===== config.mk =====
export PLATFORM = sky130hd
export DESIGN_NAME = msq_motor_start_sequencer
export DESIGN_NICKNAME = d
export VERILOG_FILES = /design/src/msq_pkg.sv /design/src/msq_motor_start_sequencer.sv
export SDC_FILE = /design/constraint.sdc
export NUM_CORES = 1
export LEC_CHECK = 0
export BUFFER_PORTS_ARGS = -buffer_cell sky130_fd_sc_hd__buf_2
export CAP_MARGIN = 0
export CORE_ASPECT_RATIO = 1.1
export CORE_UTILIZATION = 61
export DETAILED_ROUTE_END_ITERATION = 12
export PLACE_DENSITY = 0.79
export SLEW_MARGIN = 20
export SYNTH_ARGS = -nofsm -noshare
export SYNTH_HDL_FRONTEND = slang
export SYNTH_SLANG_ARGS = --single-unit

===== constraint.sdc =====
create_clock -name clk_sys -period 7.6 [get_ports clk_sys]
set_input_delay 0.76 -clock clk_sys [delete_from_list [all_inputs] [get_ports clk_sys]]
set_output_delay 0.76 -clock clk_sys [all_outputs]
set_load 0.03 [all_outputs]

===== src/msq_pkg.sv =====
// package of constants and types for the motor start sequencer
package msq_pkg;

   // register offsets on the plain register port
   localparam logic [7:0] ADDR_CONFIG = 8'h00;
   localparam logic [7:0] ADDR_STATUS = 8'h04;
   localparam logic [7:0] ADDR_PERIOD = 8'h08;

   // config register field positions
   localparam int SDE_BIT = 0;
   localparam int RDE_BIT = 1;
   localparam int STO_LSB = 2;
   localparam int RSL_LSB = 4;
   localparam int BRK_LSB = 6;
   localparam int PDC_LSB = 9;
   localparam int AC1_LSB = 13;
   localparam int AC2_LSB = 16;
   localparam int HOV_LSB = 19;
   localparam logic [31:0] CFG_MASK = 32'h00FF_FFFF;
   localparam logic [31:0] CFG_RESET = 32'h0000_0000;

   // status register field positions
   localparam int ST_LSB = 0;
   localparam int FWD_BIT = 4;
   localparam int DIR_BIT = 5;
   localparam int SEC_LSB = 6;

   // drive patterns: align drives phase two high and phase three low
   localparam logic [2:0] ALIGN_HIGH = 3'b010;
   localparam logic [2:0] ALIGN_LOW = 3'b100;
   localparam logic [2:0] ALL_ON = 3'b111;

   // times and derived cycle counts
   localparam int CLK_HZ = 50_000_000;
   localparam int STILL_BASE_US = 100_000;
   localparam int BRAKE_BASE_US = 50_000;
   localparam int ALIGN_US = 40_000;
   localparam int REV_BASE_US = 10_000;
   localparam int ACCEL_STEP_US = 1_000;
   localparam int STILL_CYC = (CLK_HZ / 1_000_000) * STILL_BASE_US;
   localparam int BRAKE_CYC = (CLK_HZ / 1_000_000) * BRAKE_BASE_US;
   localparam int ALIGN_CYC = (CLK_HZ / 1_000_000) * ALIGN_US;
   localparam int REV_CYC = (CLK_HZ / 1_000_000) * REV_BASE_US;
   localparam int ACCEL_CYC = (CLK_HZ / 1_000_000) * ACCEL_STEP_US;

   typedef enum logic [3:0] {
      S_POWER_ON, S_SPEED_DETECT, S_BRAKE, S_POS_DETECT, S_ALIGN,
      S_ACCEL, S_REVERSE_DRIVE, S_CLOSED_LOOP
   } msq_state_type;

   typedef struct packed {
      logic [7:0] addr;
      logic [31:0] wdata;
      logic wr;
      logic rd;
   } msq_bus_type;

   typedef struct packed {
      logic [2:0] high_on;
      logic [2:0] low_on;
      logic open_loop;
      logic closed_loop;
      logic pos_detect_run;
      logic [15:0] rate;
      logic [2:0] sector;
   } msq_drive_type;
endpackage : msq_pkg


===== src/msq_motor_start_sequencer.sv =====
// motor start sequencer: power-on to closed-loop commutation
// Behaviour
// - start at power-on after reset or standby exit
// - speed detect if enabled, else brake check
// - phases high-impedance during speed detection
// - forward if lag sixty degrees, reverse if lead
// - speed from interval between comparator rising edges
// - no toggle within selected timeout means stationary
// - slow goes brake check, fast goes direction check
// - forward to closed loop, reverse to limit check
// - resync loads captured speed and position
// - too fast reverse returns to speed detection
// - reverse drive if enabled, else brake check
// - reverse drive decelerates, zero speed then accelerate
// - brake enabled when duration field nonzero
// - hold brake for duration, then position check
// - position detect if current nonzero, else align
// - position detect done leads to accelerate
// - align done leads to accelerate
// - ramp rate by first and second coefficients
// - exceed handover threshold enters closed loop
// - closed loop uses commutation feedback
// - direction pin change stops drive, restarts sequence
// - brake disabled starts as stationary rotor
// - brake turns on all three low sides
// - brake ends after current low for duration
// - align drives phase two in, phase three out
//
// Design decisions made here: the register addresses and the plain strobed port.
`timescale 1ns/1ps
module msq_motor_start_sequencer #(
   parameter int STILL_TICKS = msq_pkg::STILL_CYC,
   parameter int BRAKE_TICKS = msq_pkg::BRAKE_CYC,
   parameter int ALIGN_TICKS = msq_pkg::ALIGN_CYC,
   parameter int REV_TICKS = msq_pkg::REV_CYC,
   parameter int ACCEL_TICKS = msq_pkg::ACCEL_CYC
) (
   input wire logic clk_sys,
   input wire logic rst,
   input wire msq_pkg::msq_bus_type bus_req,
   output logic [31:0] reg_rdata,
   input wire logic standby,
   input wire logic dir_pin,
   input wire logic comparator_phase_one_two,
   input wire logic comparator_phase_one_three,
   input wire logic brake_current_low,
   input wire logic pos_detect_done,
   output msq_pkg::msq_drive_type drive
);

   typedef struct packed {
      msq_pkg::msq_state_type st;
      logic [31:0] cfg;
      logic [31:0] rdata;
      logic stby_s1;
      logic stby_s2;
      logic dir_s1;
      logic dir_s2;
      logic dir_q;
      logic c12_s1;
      logic c12_s2;
      logic c12_q;
      logic c13_s1;
      logic c13_s2;
      logic c13_q;
      logic low_s1;
      logic low_s2;
      logic [31:0] timer;
      logic [31:0] period;
      logic [1:0] edges;
      logic dir_ok;
      logic fwd;
      logic [15:0] slope;
      msq_pkg::msq_drive_type drv;
   } msq_reg_type;

   msq_reg_type r;
   msq_reg_type n;

   // config fields
   logic sde;
   logic rde;
   logic [1:0] sto;
   logic [1:0] rsl;
   logic [2:0] brk;
   logic [3:0] pdc;
   logic [2:0] ac1;
   logic [2:0] ac2;
   logic [4:0] hov;
   logic abort;
   logic rise_c12;
   logic rise_c13;
   logic [15:0] hov_rate;
   logic [15:0] step;

   assign sde = r.cfg[msq_pkg::SDE_BIT];
   assign rde = r.cfg[msq_pkg::RDE_BIT];
   assign sto = r.cfg[msq_pkg::STO_LSB +: 2];
   assign rsl = r.cfg[msq_pkg::RSL_LSB +: 2];
   assign brk = r.cfg[msq_pkg::BRK_LSB +: 3];
   assign pdc = r.cfg[msq_pkg::PDC_LSB +: 4];
   assign ac1 = r.cfg[msq_pkg::AC1_LSB +: 3];
   assign ac2 = r.cfg[msq_pkg::AC2_LSB +: 3];
   assign hov = r.cfg[msq_pkg::HOV_LSB +: 5];

   // standby or a direction pin edge aborts any state
   assign abort = r.stby_s2 | (r.dir_s2 != r.dir_q);
   assign rise_c12 = r.c12_s2 & ~r.c12_q;
   assign rise_c13 = r.c13_s2 & ~r.c13_q;
   assign hov_rate = {5'h00, hov, 6'h00};
   assign step = {13'h0000, ac1} + 16'h0001;

   // brake check, then position-detect check
   function automatic msq_pkg::msq_state_type after_brake_check(
      input logic [2:0] b,
      input logic [3:0] p
   );
      if (b != 3'h0) begin
         return msq_pkg::S_BRAKE;
      end else if (p != 4'h0) begin
         return msq_pkg::S_POS_DETECT;
      end else begin
         return msq_pkg::S_ALIGN;
      end
   endfunction : after_brake_check

   // next-state logic for the whole block
   always_comb begin
      n = r;
      n.stby_s1 = standby;
      n.stby_s2 = r.stby_s1;
      n.dir_s1 = dir_pin;
      n.dir_s2 = r.dir_s1;
      n.dir_q = r.dir_s2;
      n.c12_s1 = comparator_phase_one_two;
      n.c12_s2 = r.c12_s1;
      n.c12_q = r.c12_s2;
      n.c13_s1 = comparator_phase_one_three;
      n.c13_s2 = r.c13_s1;
      n.c13_q = r.c13_s2;
      n.low_s1 = brake_current_low;
      n.low_s2 = r.low_s1;
      n.timer = r.timer + 32'h0000_0001;

      // register port: write config, read one cycle later
      n.rdata = 32'h0000_0000;
      if (bus_req.wr && bus_req.addr == msq_pkg::ADDR_CONFIG) begin
         n.cfg = bus_req.wdata & msq_pkg::CFG_MASK;
      end
      if (bus_req.rd) begin
         if (bus_req.addr == msq_pkg::ADDR_CONFIG) begin
            n.rdata = r.cfg;
         end else if (bus_req.addr == msq_pkg::ADDR_STATUS) begin
            n.rdata[msq_pkg::ST_LSB +: 4] = r.st;
            n.rdata[msq_pkg::FWD_BIT] = r.fwd;
            n.rdata[msq_pkg::DIR_BIT] = r.dir_s2;
            n.rdata[msq_pkg::SEC_LSB +: 3] = r.drv.sector;
         end else if (bus_req.addr == msq_pkg::ADDR_PERIOD) begin
            n.rdata = r.period;
         end else begin
            n.rdata = 32'h0000_0000;
         end
      end

      // sequencer
      if (abort) begin
         n.st = msq_pkg::S_POWER_ON;
      end else begin
         case (r.st)
            msq_pkg::S_POWER_ON: begin
               if (sde) begin
                  n.st = msq_pkg::S_SPEED_DETECT;
                  n.edges = 2'd0;
                  n.dir_ok = 1'b0;
               end else begin
                  n.st = after_brake_check(brk, pdc);
               end
            end
            msq_pkg::S_SPEED_DETECT: begin
               if (rise_c12 || rise_c13) begin
                  n.timer = 32'h0000_0000;
                  if (r.edges != 2'd0) begin
                     n.period = r.timer;
                  end
                  if (r.edges != 2'd2) begin
                     n.edges = r.edges + 2'd1;
                  end
               end
               if (rise_c12) begin
                  n.fwd = ~r.c13_s2;
                  n.dir_ok = 1'b1;
               end
               if (r.timer >= (32'(STILL_TICKS) << sto)) begin
                  n.st = after_brake_check(brk, pdc);
               end else if (r.edges == 2'd2 && r.dir_ok) begin
                  if (r.fwd) begin
                     n.st = msq_pkg::S_CLOSED_LOOP;
                     n.drv.rate = ~r.period[23:8];
                     n.drv.sector = {1'b0, r.c13_s2, r.c12_s2};
                  end else if (r.period < (32'(REV_TICKS) << rsl)) begin
                     n.edges = 2'd0;
                     n.dir_ok = 1'b0;
                     n.timer = 32'h0000_0000;
                  end else if (rde) begin
                     n.st = msq_pkg::S_REVERSE_DRIVE;
                     n.drv.rate = ~r.period[23:8];
                  end else begin
                     n.st = after_brake_check(brk, pdc);
                  end
               end
            end
            msq_pkg::S_BRAKE: begin
               if (!r.low_s2) begin
                  n.timer = 32'h0000_0000;
               end else if (r.timer >= (32'(BRAKE_TICKS) << brk)) begin
                  n.st = (pdc != 4'h0) ? msq_pkg::S_POS_DETECT
                                       : msq_pkg::S_ALIGN;
               end
            end
            msq_pkg::S_POS_DETECT: begin
               if (pos_detect_done) begin
                  n.st = msq_pkg::S_ACCEL;
                  n.drv.rate = 16'h0000;
                  n.slope = 16'h0000;
               end
            end
            msq_pkg::S_ALIGN: begin
               if (r.timer >= 32'(ALIGN_TICKS)) begin
                  n.st = msq_pkg::S_ACCEL;
                  n.drv.rate = 16'h0000;
                  n.slope = 16'h0000;
               end
            end
            msq_pkg::S_REVERSE_DRIVE: begin
               if (r.timer >= 32'(ACCEL_TICKS)) begin
                  n.timer = 32'h0000_0000;
                  if (r.drv.rate <= step) begin
                     n.drv.rate = 16'h0000;
                     n.slope = 16'h0000;
                     n.st = msq_pkg::S_ACCEL;
                  end else begin
                     n.drv.rate = r.drv.rate - step;
                  end
               end
            end
            msq_pkg::S_ACCEL: begin
               if (r.drv.rate > hov_rate) begin
                  n.st = msq_pkg::S_CLOSED_LOOP;
               end else if (r.timer >= 32'(ACCEL_TICKS)) begin
                  n.timer = 32'h0000_0000;
                  n.slope = r.slope + {13'h0000, ac2};
                  n.drv.rate = r.drv.rate + {13'h0000, ac1} + r.slope;
               end
            end
            msq_pkg::S_CLOSED_LOOP: begin
               n.st = msq_pkg::S_CLOSED_LOOP;
            end
            default: begin
               n.st = msq_pkg::S_POWER_ON;
            end
         endcase
      end
      if (n.st != r.st) begin
         n.timer = 32'h0000_0000;
      end

      // phase drive follows the next state
      n.drv.high_on = 3'b000;
      n.drv.low_on = 3'b000;
      n.drv.open_loop = 1'b0;
      n.drv.closed_loop = 1'b0;
      n.drv.pos_detect_run = 1'b0;
      case (n.st)
         msq_pkg::S_BRAKE: begin
            n.drv.low_on = msq_pkg::ALL_ON;
         end
         msq_pkg::S_ALIGN: begin
            n.drv.high_on = msq_pkg::ALIGN_HIGH;
            n.drv.low_on = msq_pkg::ALIGN_LOW;
         end
         msq_pkg::S_POS_DETECT: begin
            n.drv.pos_detect_run = 1'b1;
         end
         msq_pkg::S_ACCEL, msq_pkg::S_REVERSE_DRIVE: begin
            n.drv.open_loop = 1'b1;
         end
         msq_pkg::S_CLOSED_LOOP: begin
            n.drv.closed_loop = 1'b1;
         end
         default: begin
            n.drv.high_on = 3'b000;
         end
      endcase
   end

   // state register
   always_ff @(posedge clk_sys or posedge rst) begin
      if (rst) begin
         r <= '0;
         r.st <= msq_pkg::S_POWER_ON;
         r.cfg <= msq_pkg::CFG_RESET;
      end else begin
         r <= n;
      end
   end

   assign reg_rdata = r.rdata;
   assign drive = r.drv;
endmodule : msq_motor_start_sequencer


### Word-level counts from Yosys, hierarchy flattened

Index checks and enable logic that the tools add are counted.

| word-level totals | value |
|---|---|
| register bits | 184 |
| input bits | 50 |
| output and inout port bits | 60 |
| logic and storage cells | 170 |

| operators by class | value |
|---|---|
| add/sub/neg operators | 7 |
| order comparisons | 7 |
| equal/unequal tests | 30 |
| shifts and indexed selects | 3 |
| multiplexer cells | 67 |
| bitwise logic cells | 9 |
| reductions and logical operators | 18 |

Operators by type and width:

| cell | number |
|---|---|
| two-way mux 32 bit | 13 |
| two-way mux 16 bit | 13 |
| one-hot mux 32 bit (4 select lines) | 1 |
| two-way mux 84 bit | 1 |
| one-hot mux 16 bit (5 select lines) | 1 |
| two-way mux 66 bit | 1 |
| >= comparator 32 bit | 2 |
| one-hot mux 16 bit (4 select lines) | 1 |
| two-way mux 4 bit | 15 |
| two-way mux 19 bit | 2 |
| adder 16 x 3 -> 16 bit | 2 |
| adder 32 x 1 -> 32 bit, second input constant | 1 |
| equality test 4 x 3 -> 1 bit, second input constant | 8 |
| >= comparator 32 x 16 -> 1 bit, second input constant | 1 |
| >= comparator 32 x 21 -> 1 bit, second input constant | 1 |
| less-than comparator 32 bit | 1 |
| one-hot mux 4 bit (8 select lines) | 1 |
| left shift 19 x 2 -> 32 bit, first input constant | 1 |
| left shift 22 x 3 -> 32 bit, first input constant | 1 |
| left shift 23 x 2 -> 32 bit, first input constant | 1 |
| two-way mux 23 bit | 1 |
| inequality test 2 bit, second input constant | 10 |
| two-way mux 3 bit | 6 |
| adder 16 bit | 1 |
| 35 further kinds | 55 |

### Depth between registers and ports, before layout

| logic depth | value |
|---|---|
| depth in word-level cells | 13 |
| depth in mapped cells | 15 |

### Worst setup path before layout

No wires, ideal clock.

| timing | value |
|---|---|
| path type | register to register |
| start | register r, in the netlist brk[1] |
| end | register r[102] in the netlist's numbering |
| setup time | 131 ps |
| arrival | 3326 ps |
| data required time | 7469 ps |
| setup slack | 4144 ps |
| stages on the path, launching flop included | 16 |
| path through | dfrtp_1 -> inv_1 -> ha_1 -> nor2b_1 -> inv_1 -> and2_1 -> ha_1 -> a21oi_1 -> o21ai_0 -> nor2_1 -> a311o_1 -> a21oi_2 -> o21ai_1 -> a211oi_1 -> buf_2 -> nor4_2 |

RTL lines:

| item | line | source |
|---|---|---|
| from (decl) | msq_motor_start_sequencer.sv:77 | `msq_reg_type r;` |
| from (signal assigned) | msq_motor_start_sequencer.sv:303 | `r <= n;` |

==> run_results.csv <==
group,metric,value,unit
detailed_routing,num_vias,9778,
worst_setup_path,crit_path_max_fanout,32,
global_routing,use_met2,50.1,%
sta,rsz0062_at_grt,"false",
yosys,synth_common_cells,"dfrtp_1, ha_1, nor2_1",
yosys,muxShareOfSynthArea,7.80,%
finish,nFillCells,1582,
finish,stdcell_area,0.0131,mm2
power,p_total,2140,uW
sta,fin_tns_setup,0,ns
worst_setup_path,max_stage_delay,0.97,ns
yosys,ys_seq_area_share,37.0,%
global_routing,gr-max-usage-layer,"met2",
yosys,syn_avg_cell_area,9.83,um2
clock_network,cts_tree,"yes",
yosys,yosys_warnings,0,
yosys,synth_edf_count,0,
clock_network,cts_buffers,17,
clock_network,path_clk_slew,0.08,ns
detailed_routing,drt_iter0_drc,901,
worst_setup_path,cp_num_cells,14,
global_routing,antenna_found_initial,0,
sta,worstMarginPinSlew,1.01,ns
worst_setup_path,ff2ff_path_depth,14,
clock_network,cts_max_level,4,
floorplan,io_pins,110,
finish,seq_area,0.00453,mm2
placed_design,dp_hpwl,22.0,mm
yosys,synth_top_area_cell,"dfrtp_1",
worst_setup_path,crit_end,"r[111]$_DFF_PP0_",
yosys,post-synth-top-count-cell,"dfrtp_1",
worst_setup_path,worstPathCellList,"inv_1 -> ha_1 -> nor2b_1 -> inv_1 -> and2_1 -> ha_1 -> a21oi_1 -> o21ai_0 -> a41oi_1 -> a311o_1 -> a21oi_2 -> a2111oi_2 -> a221o_2 -> nor4_1",
yosys,synth_top_family_by_area,"simple AND/OR/NAND/NOR gates",
worst_setup_path,cp-end-kind,"flip-flop",
sta,finalHoldViolations,0,
worst_setup_path,startpoint_type,"flip-flop",
detailed_routing,drcViolationCount,0,
finish,multiInputGateArea,0.00691,mm2
sta,setup_viol,0,
global_routing,grt_pass1_wl,48.0,mm
power,swShare,29.5,%
yosys,synthTopCellsByArea,"dfrtp_1, ha_1, mux2_2",
worst_setup_path,slowest_stage,"a221o_2",
power,p_leak,0.00630,uW
global_routing,grt_util_met3,4.78,%
global_routing,grt_pass1_vias,9276,
job,drv_cap,0,
yosys,yosys.area.top_type_share,37.0,%
clock_network,root_buffer,"clkbuf_16",
finish,drive_above_1_share,19.4,%
floorplan,num_rows,54,
power,power.internal,1510,uW
power,clockPowerShare,41.0,%
worst_setup_path,crit_family,"compound AO/OA/AOI/OAI gates",
power,ir_drop,0.159,mV
clock_network,cts_hold_buf,0,
sta,setup_slack,2.77,ns
yosys,async_flop_share,100,%
sta,fin_crit_sh,63.6,%
detailed_routing,totalWireLength,30.2,mm
global_routing,use_met1,39.4,%
floorplan,die_area,0.0207,mm2
power,seqPwrFrac,47.2,%
outcome,status,"finished, final reports clean",
floorplan,die_h,151,um
floorplan,core,0.0197,mm2
power,comb_power_share,11.9,%
detailed_routing,ant_nets,0,
power,power.net_switching,633,uW
detailed_routing,dr.pass1.iters,8,
clock_network,cts_resized,0,
clock_network,clock_latency,0.44,ns
yosys,synthSimpleGateAreaFrac,18.2,%
placed_design,dpl-instance-area,0.0125,mm2
clock_network,numClockSinks,181,
clock_network,post-cts-setup-buffers,0,
yosys,synth_area,0.0123,mm2
sta,finalClockSkew,0.0102,ns
hold_path,hold_path_class,"flip-flop to flip-flop",
placed_design,place_congestion,0.957,
sta,max_freq,207,MHz
yosys,synth_compound_area_share,13.2,%
yosys,synthFlopType,"dfrtp_1",
finish,diodes,0,
sta,relSlewSlack,32.7,%
placed_design,placedCellCount,1496,
global_routing,grt_max_degree,70,
floorplan,die_x,137,um
placed_design,portBuffers,98,
yosys,yosys.cell_types.count,73,
yosys,syn-instance-count,1247,
finish,synthToLayoutAreaGrowth,6.52,%
worst_setup_path,required,7.88,ns
detailed_routing,via_per_inst,6.40,
detailed_routing,wl_per_cell,19.8,um
placed_design,dp_slack,2.80,ns
global_routing,grt.total_usage,30.5,%
worst_setup_path,path_class,"flip-flop to flip-flop",
finish,final_nets,1437,
worst_setup_path,worstPathArrival,5.11,ns
worst_setup_path,timing.rr.end,"r[111]$_DFF_PP0_",
floorplan,initial_core_util,62.1,%
worst_setup_path,path_buf_inv,2,
worst_setup_path,rrSetupSlack,2.77,ns
worst_setup_path,critPathLaunch,"brk[1]$_DFFE_PP0P_",
finish,stdcell_count,1528,
yosys,synth-xor-area-share,3.79,%
global_routing,overflow,0,
yosys,synth-seq-cells,181,
yosys,synth_fa_ha_area_share,13.0,%
clock_network,cts_buffer_depth,2,
sta,drv_slew,0,
power,p_per_area,164,mW/mm2
worst_setup_path,reg2reg_from,"brk[1]$_DFFE_PP0P_",
sta,fin_crit,4.83,ns
stage by stage:
stage,hold slack (ns),util (%)
after global routing,0.362,66.2
after detailed placement,0.335,63.2
after global placement,0.332,63.2
after floorplan,0.331,-
final,0.350,66.2
after CTS,0.351,66.2
worst min-delay path by stage:
stage / to / start / depth (start not counted)
after floorplan: n[114]$_DFF_PP0_ / n[115]$_DFF_PP0_ / 0
after global placement: r[123]$_DFF_PP0_ / n[123]$_DFF_PP0_ / 0
after detailed placement: n[120]$_DFF_PP0_ / n[121]$_DFF_PP0_ / 0
after CTS: n[120]$_DFF_PP0_ / n[121]$_DFF_PP0_ / 0
after global routing: r[112]$_DFF_PP0_ / n[112]$_DFF_PP0_ / 0
final: n[120]$_DFF_PP0_ / n[121]$_DFF_PP0_ / 0
cell usage in the layout, fill, tap and decap left out, drive strengths merged, types with 6 or more instances in the layout:
master	synthesis	final
a31oi	13	13
buf	75	105
or2	10	10
nor2b	10	10
a21oi	65	65
nand4	13	13
or3	10	10
and3	22	22
dfrtp	181	181
mux2	60	60
clkinv	0	7
clkbuf	36	17
nand3	44	44
and2	9	9
mux2i	28	28
o221ai	9	9
xnor2	28	28
inv	45	51
or4	7	7
fa	6	6
and4	6	6
a211oi	9	9
xor2	25	25
nor3	22	22
o211ai	6	6
nand2b	9	9
nor2	103	103
nor4	47	47
o21ai	53	53
nand2	77	77
ha	118	118
o2bb2ai	7	7
o31ai	14	14
worst register-to-register path: stages, from the launching register on:
cell and delay [ns]:
dfrtp_1 0.50, inv_1 0.16, ha_1 0.22, nor2b_1 0.32
inv_1 0.18, and2_1 0.20, ha_1 0.28, a21oi_1 0.14
o21ai_0 0.18, a41oi_1 0.29, a311o_1 0.20, a21oi_2 0.09
a2111oi_2 0.76, a221o_2 0.97, nor4_1 0.16
cell type report:
cell class,instances,area share [%]
Clock inverter,15,1.24
Multi-Input combinational cell,913,52.9
Timing Repair Buffer,105,4.16
Tap cell,252,2.42
Clock buffer,17,3.26
Sequential cell,181,34.7
Inverter,45,1.33
logic make-up after synthesis:
kind of cell | count (synthesis)
mux | 88
fa+ha+maj | 124
simple gates | 403
buf+inv | 156
flops | 181
other cells | 1
xor+xnor | 53
compound gates | 241
state kept, by name, indices dropped and copies added (netlist names):
name,cells
ac1,3
ac2,3
brk,3
drive,24
hov,5
n,8
pdc,4
r,99
reg_rdata,32
power by group through the flow:
stage          registers, uW  clock network [uW]  logic (uW)
2_1_floorplan           1020                   0         202
3_3_place_gp            1030                   0         246
3_5_place_dp            1030                   0         252
4_1_cts                 1010                 890         254
5_1_grt                 1010                 926         282
6_report                1010                 878         255
per-layer routing:
metal	wire length (um)	vias to the layer above
li1	-	4543
met1	12800	4767
met2	14500	398
met3	1860	70
met4	1050	0
met5	0	-
(Power assumes the default switching activity.)
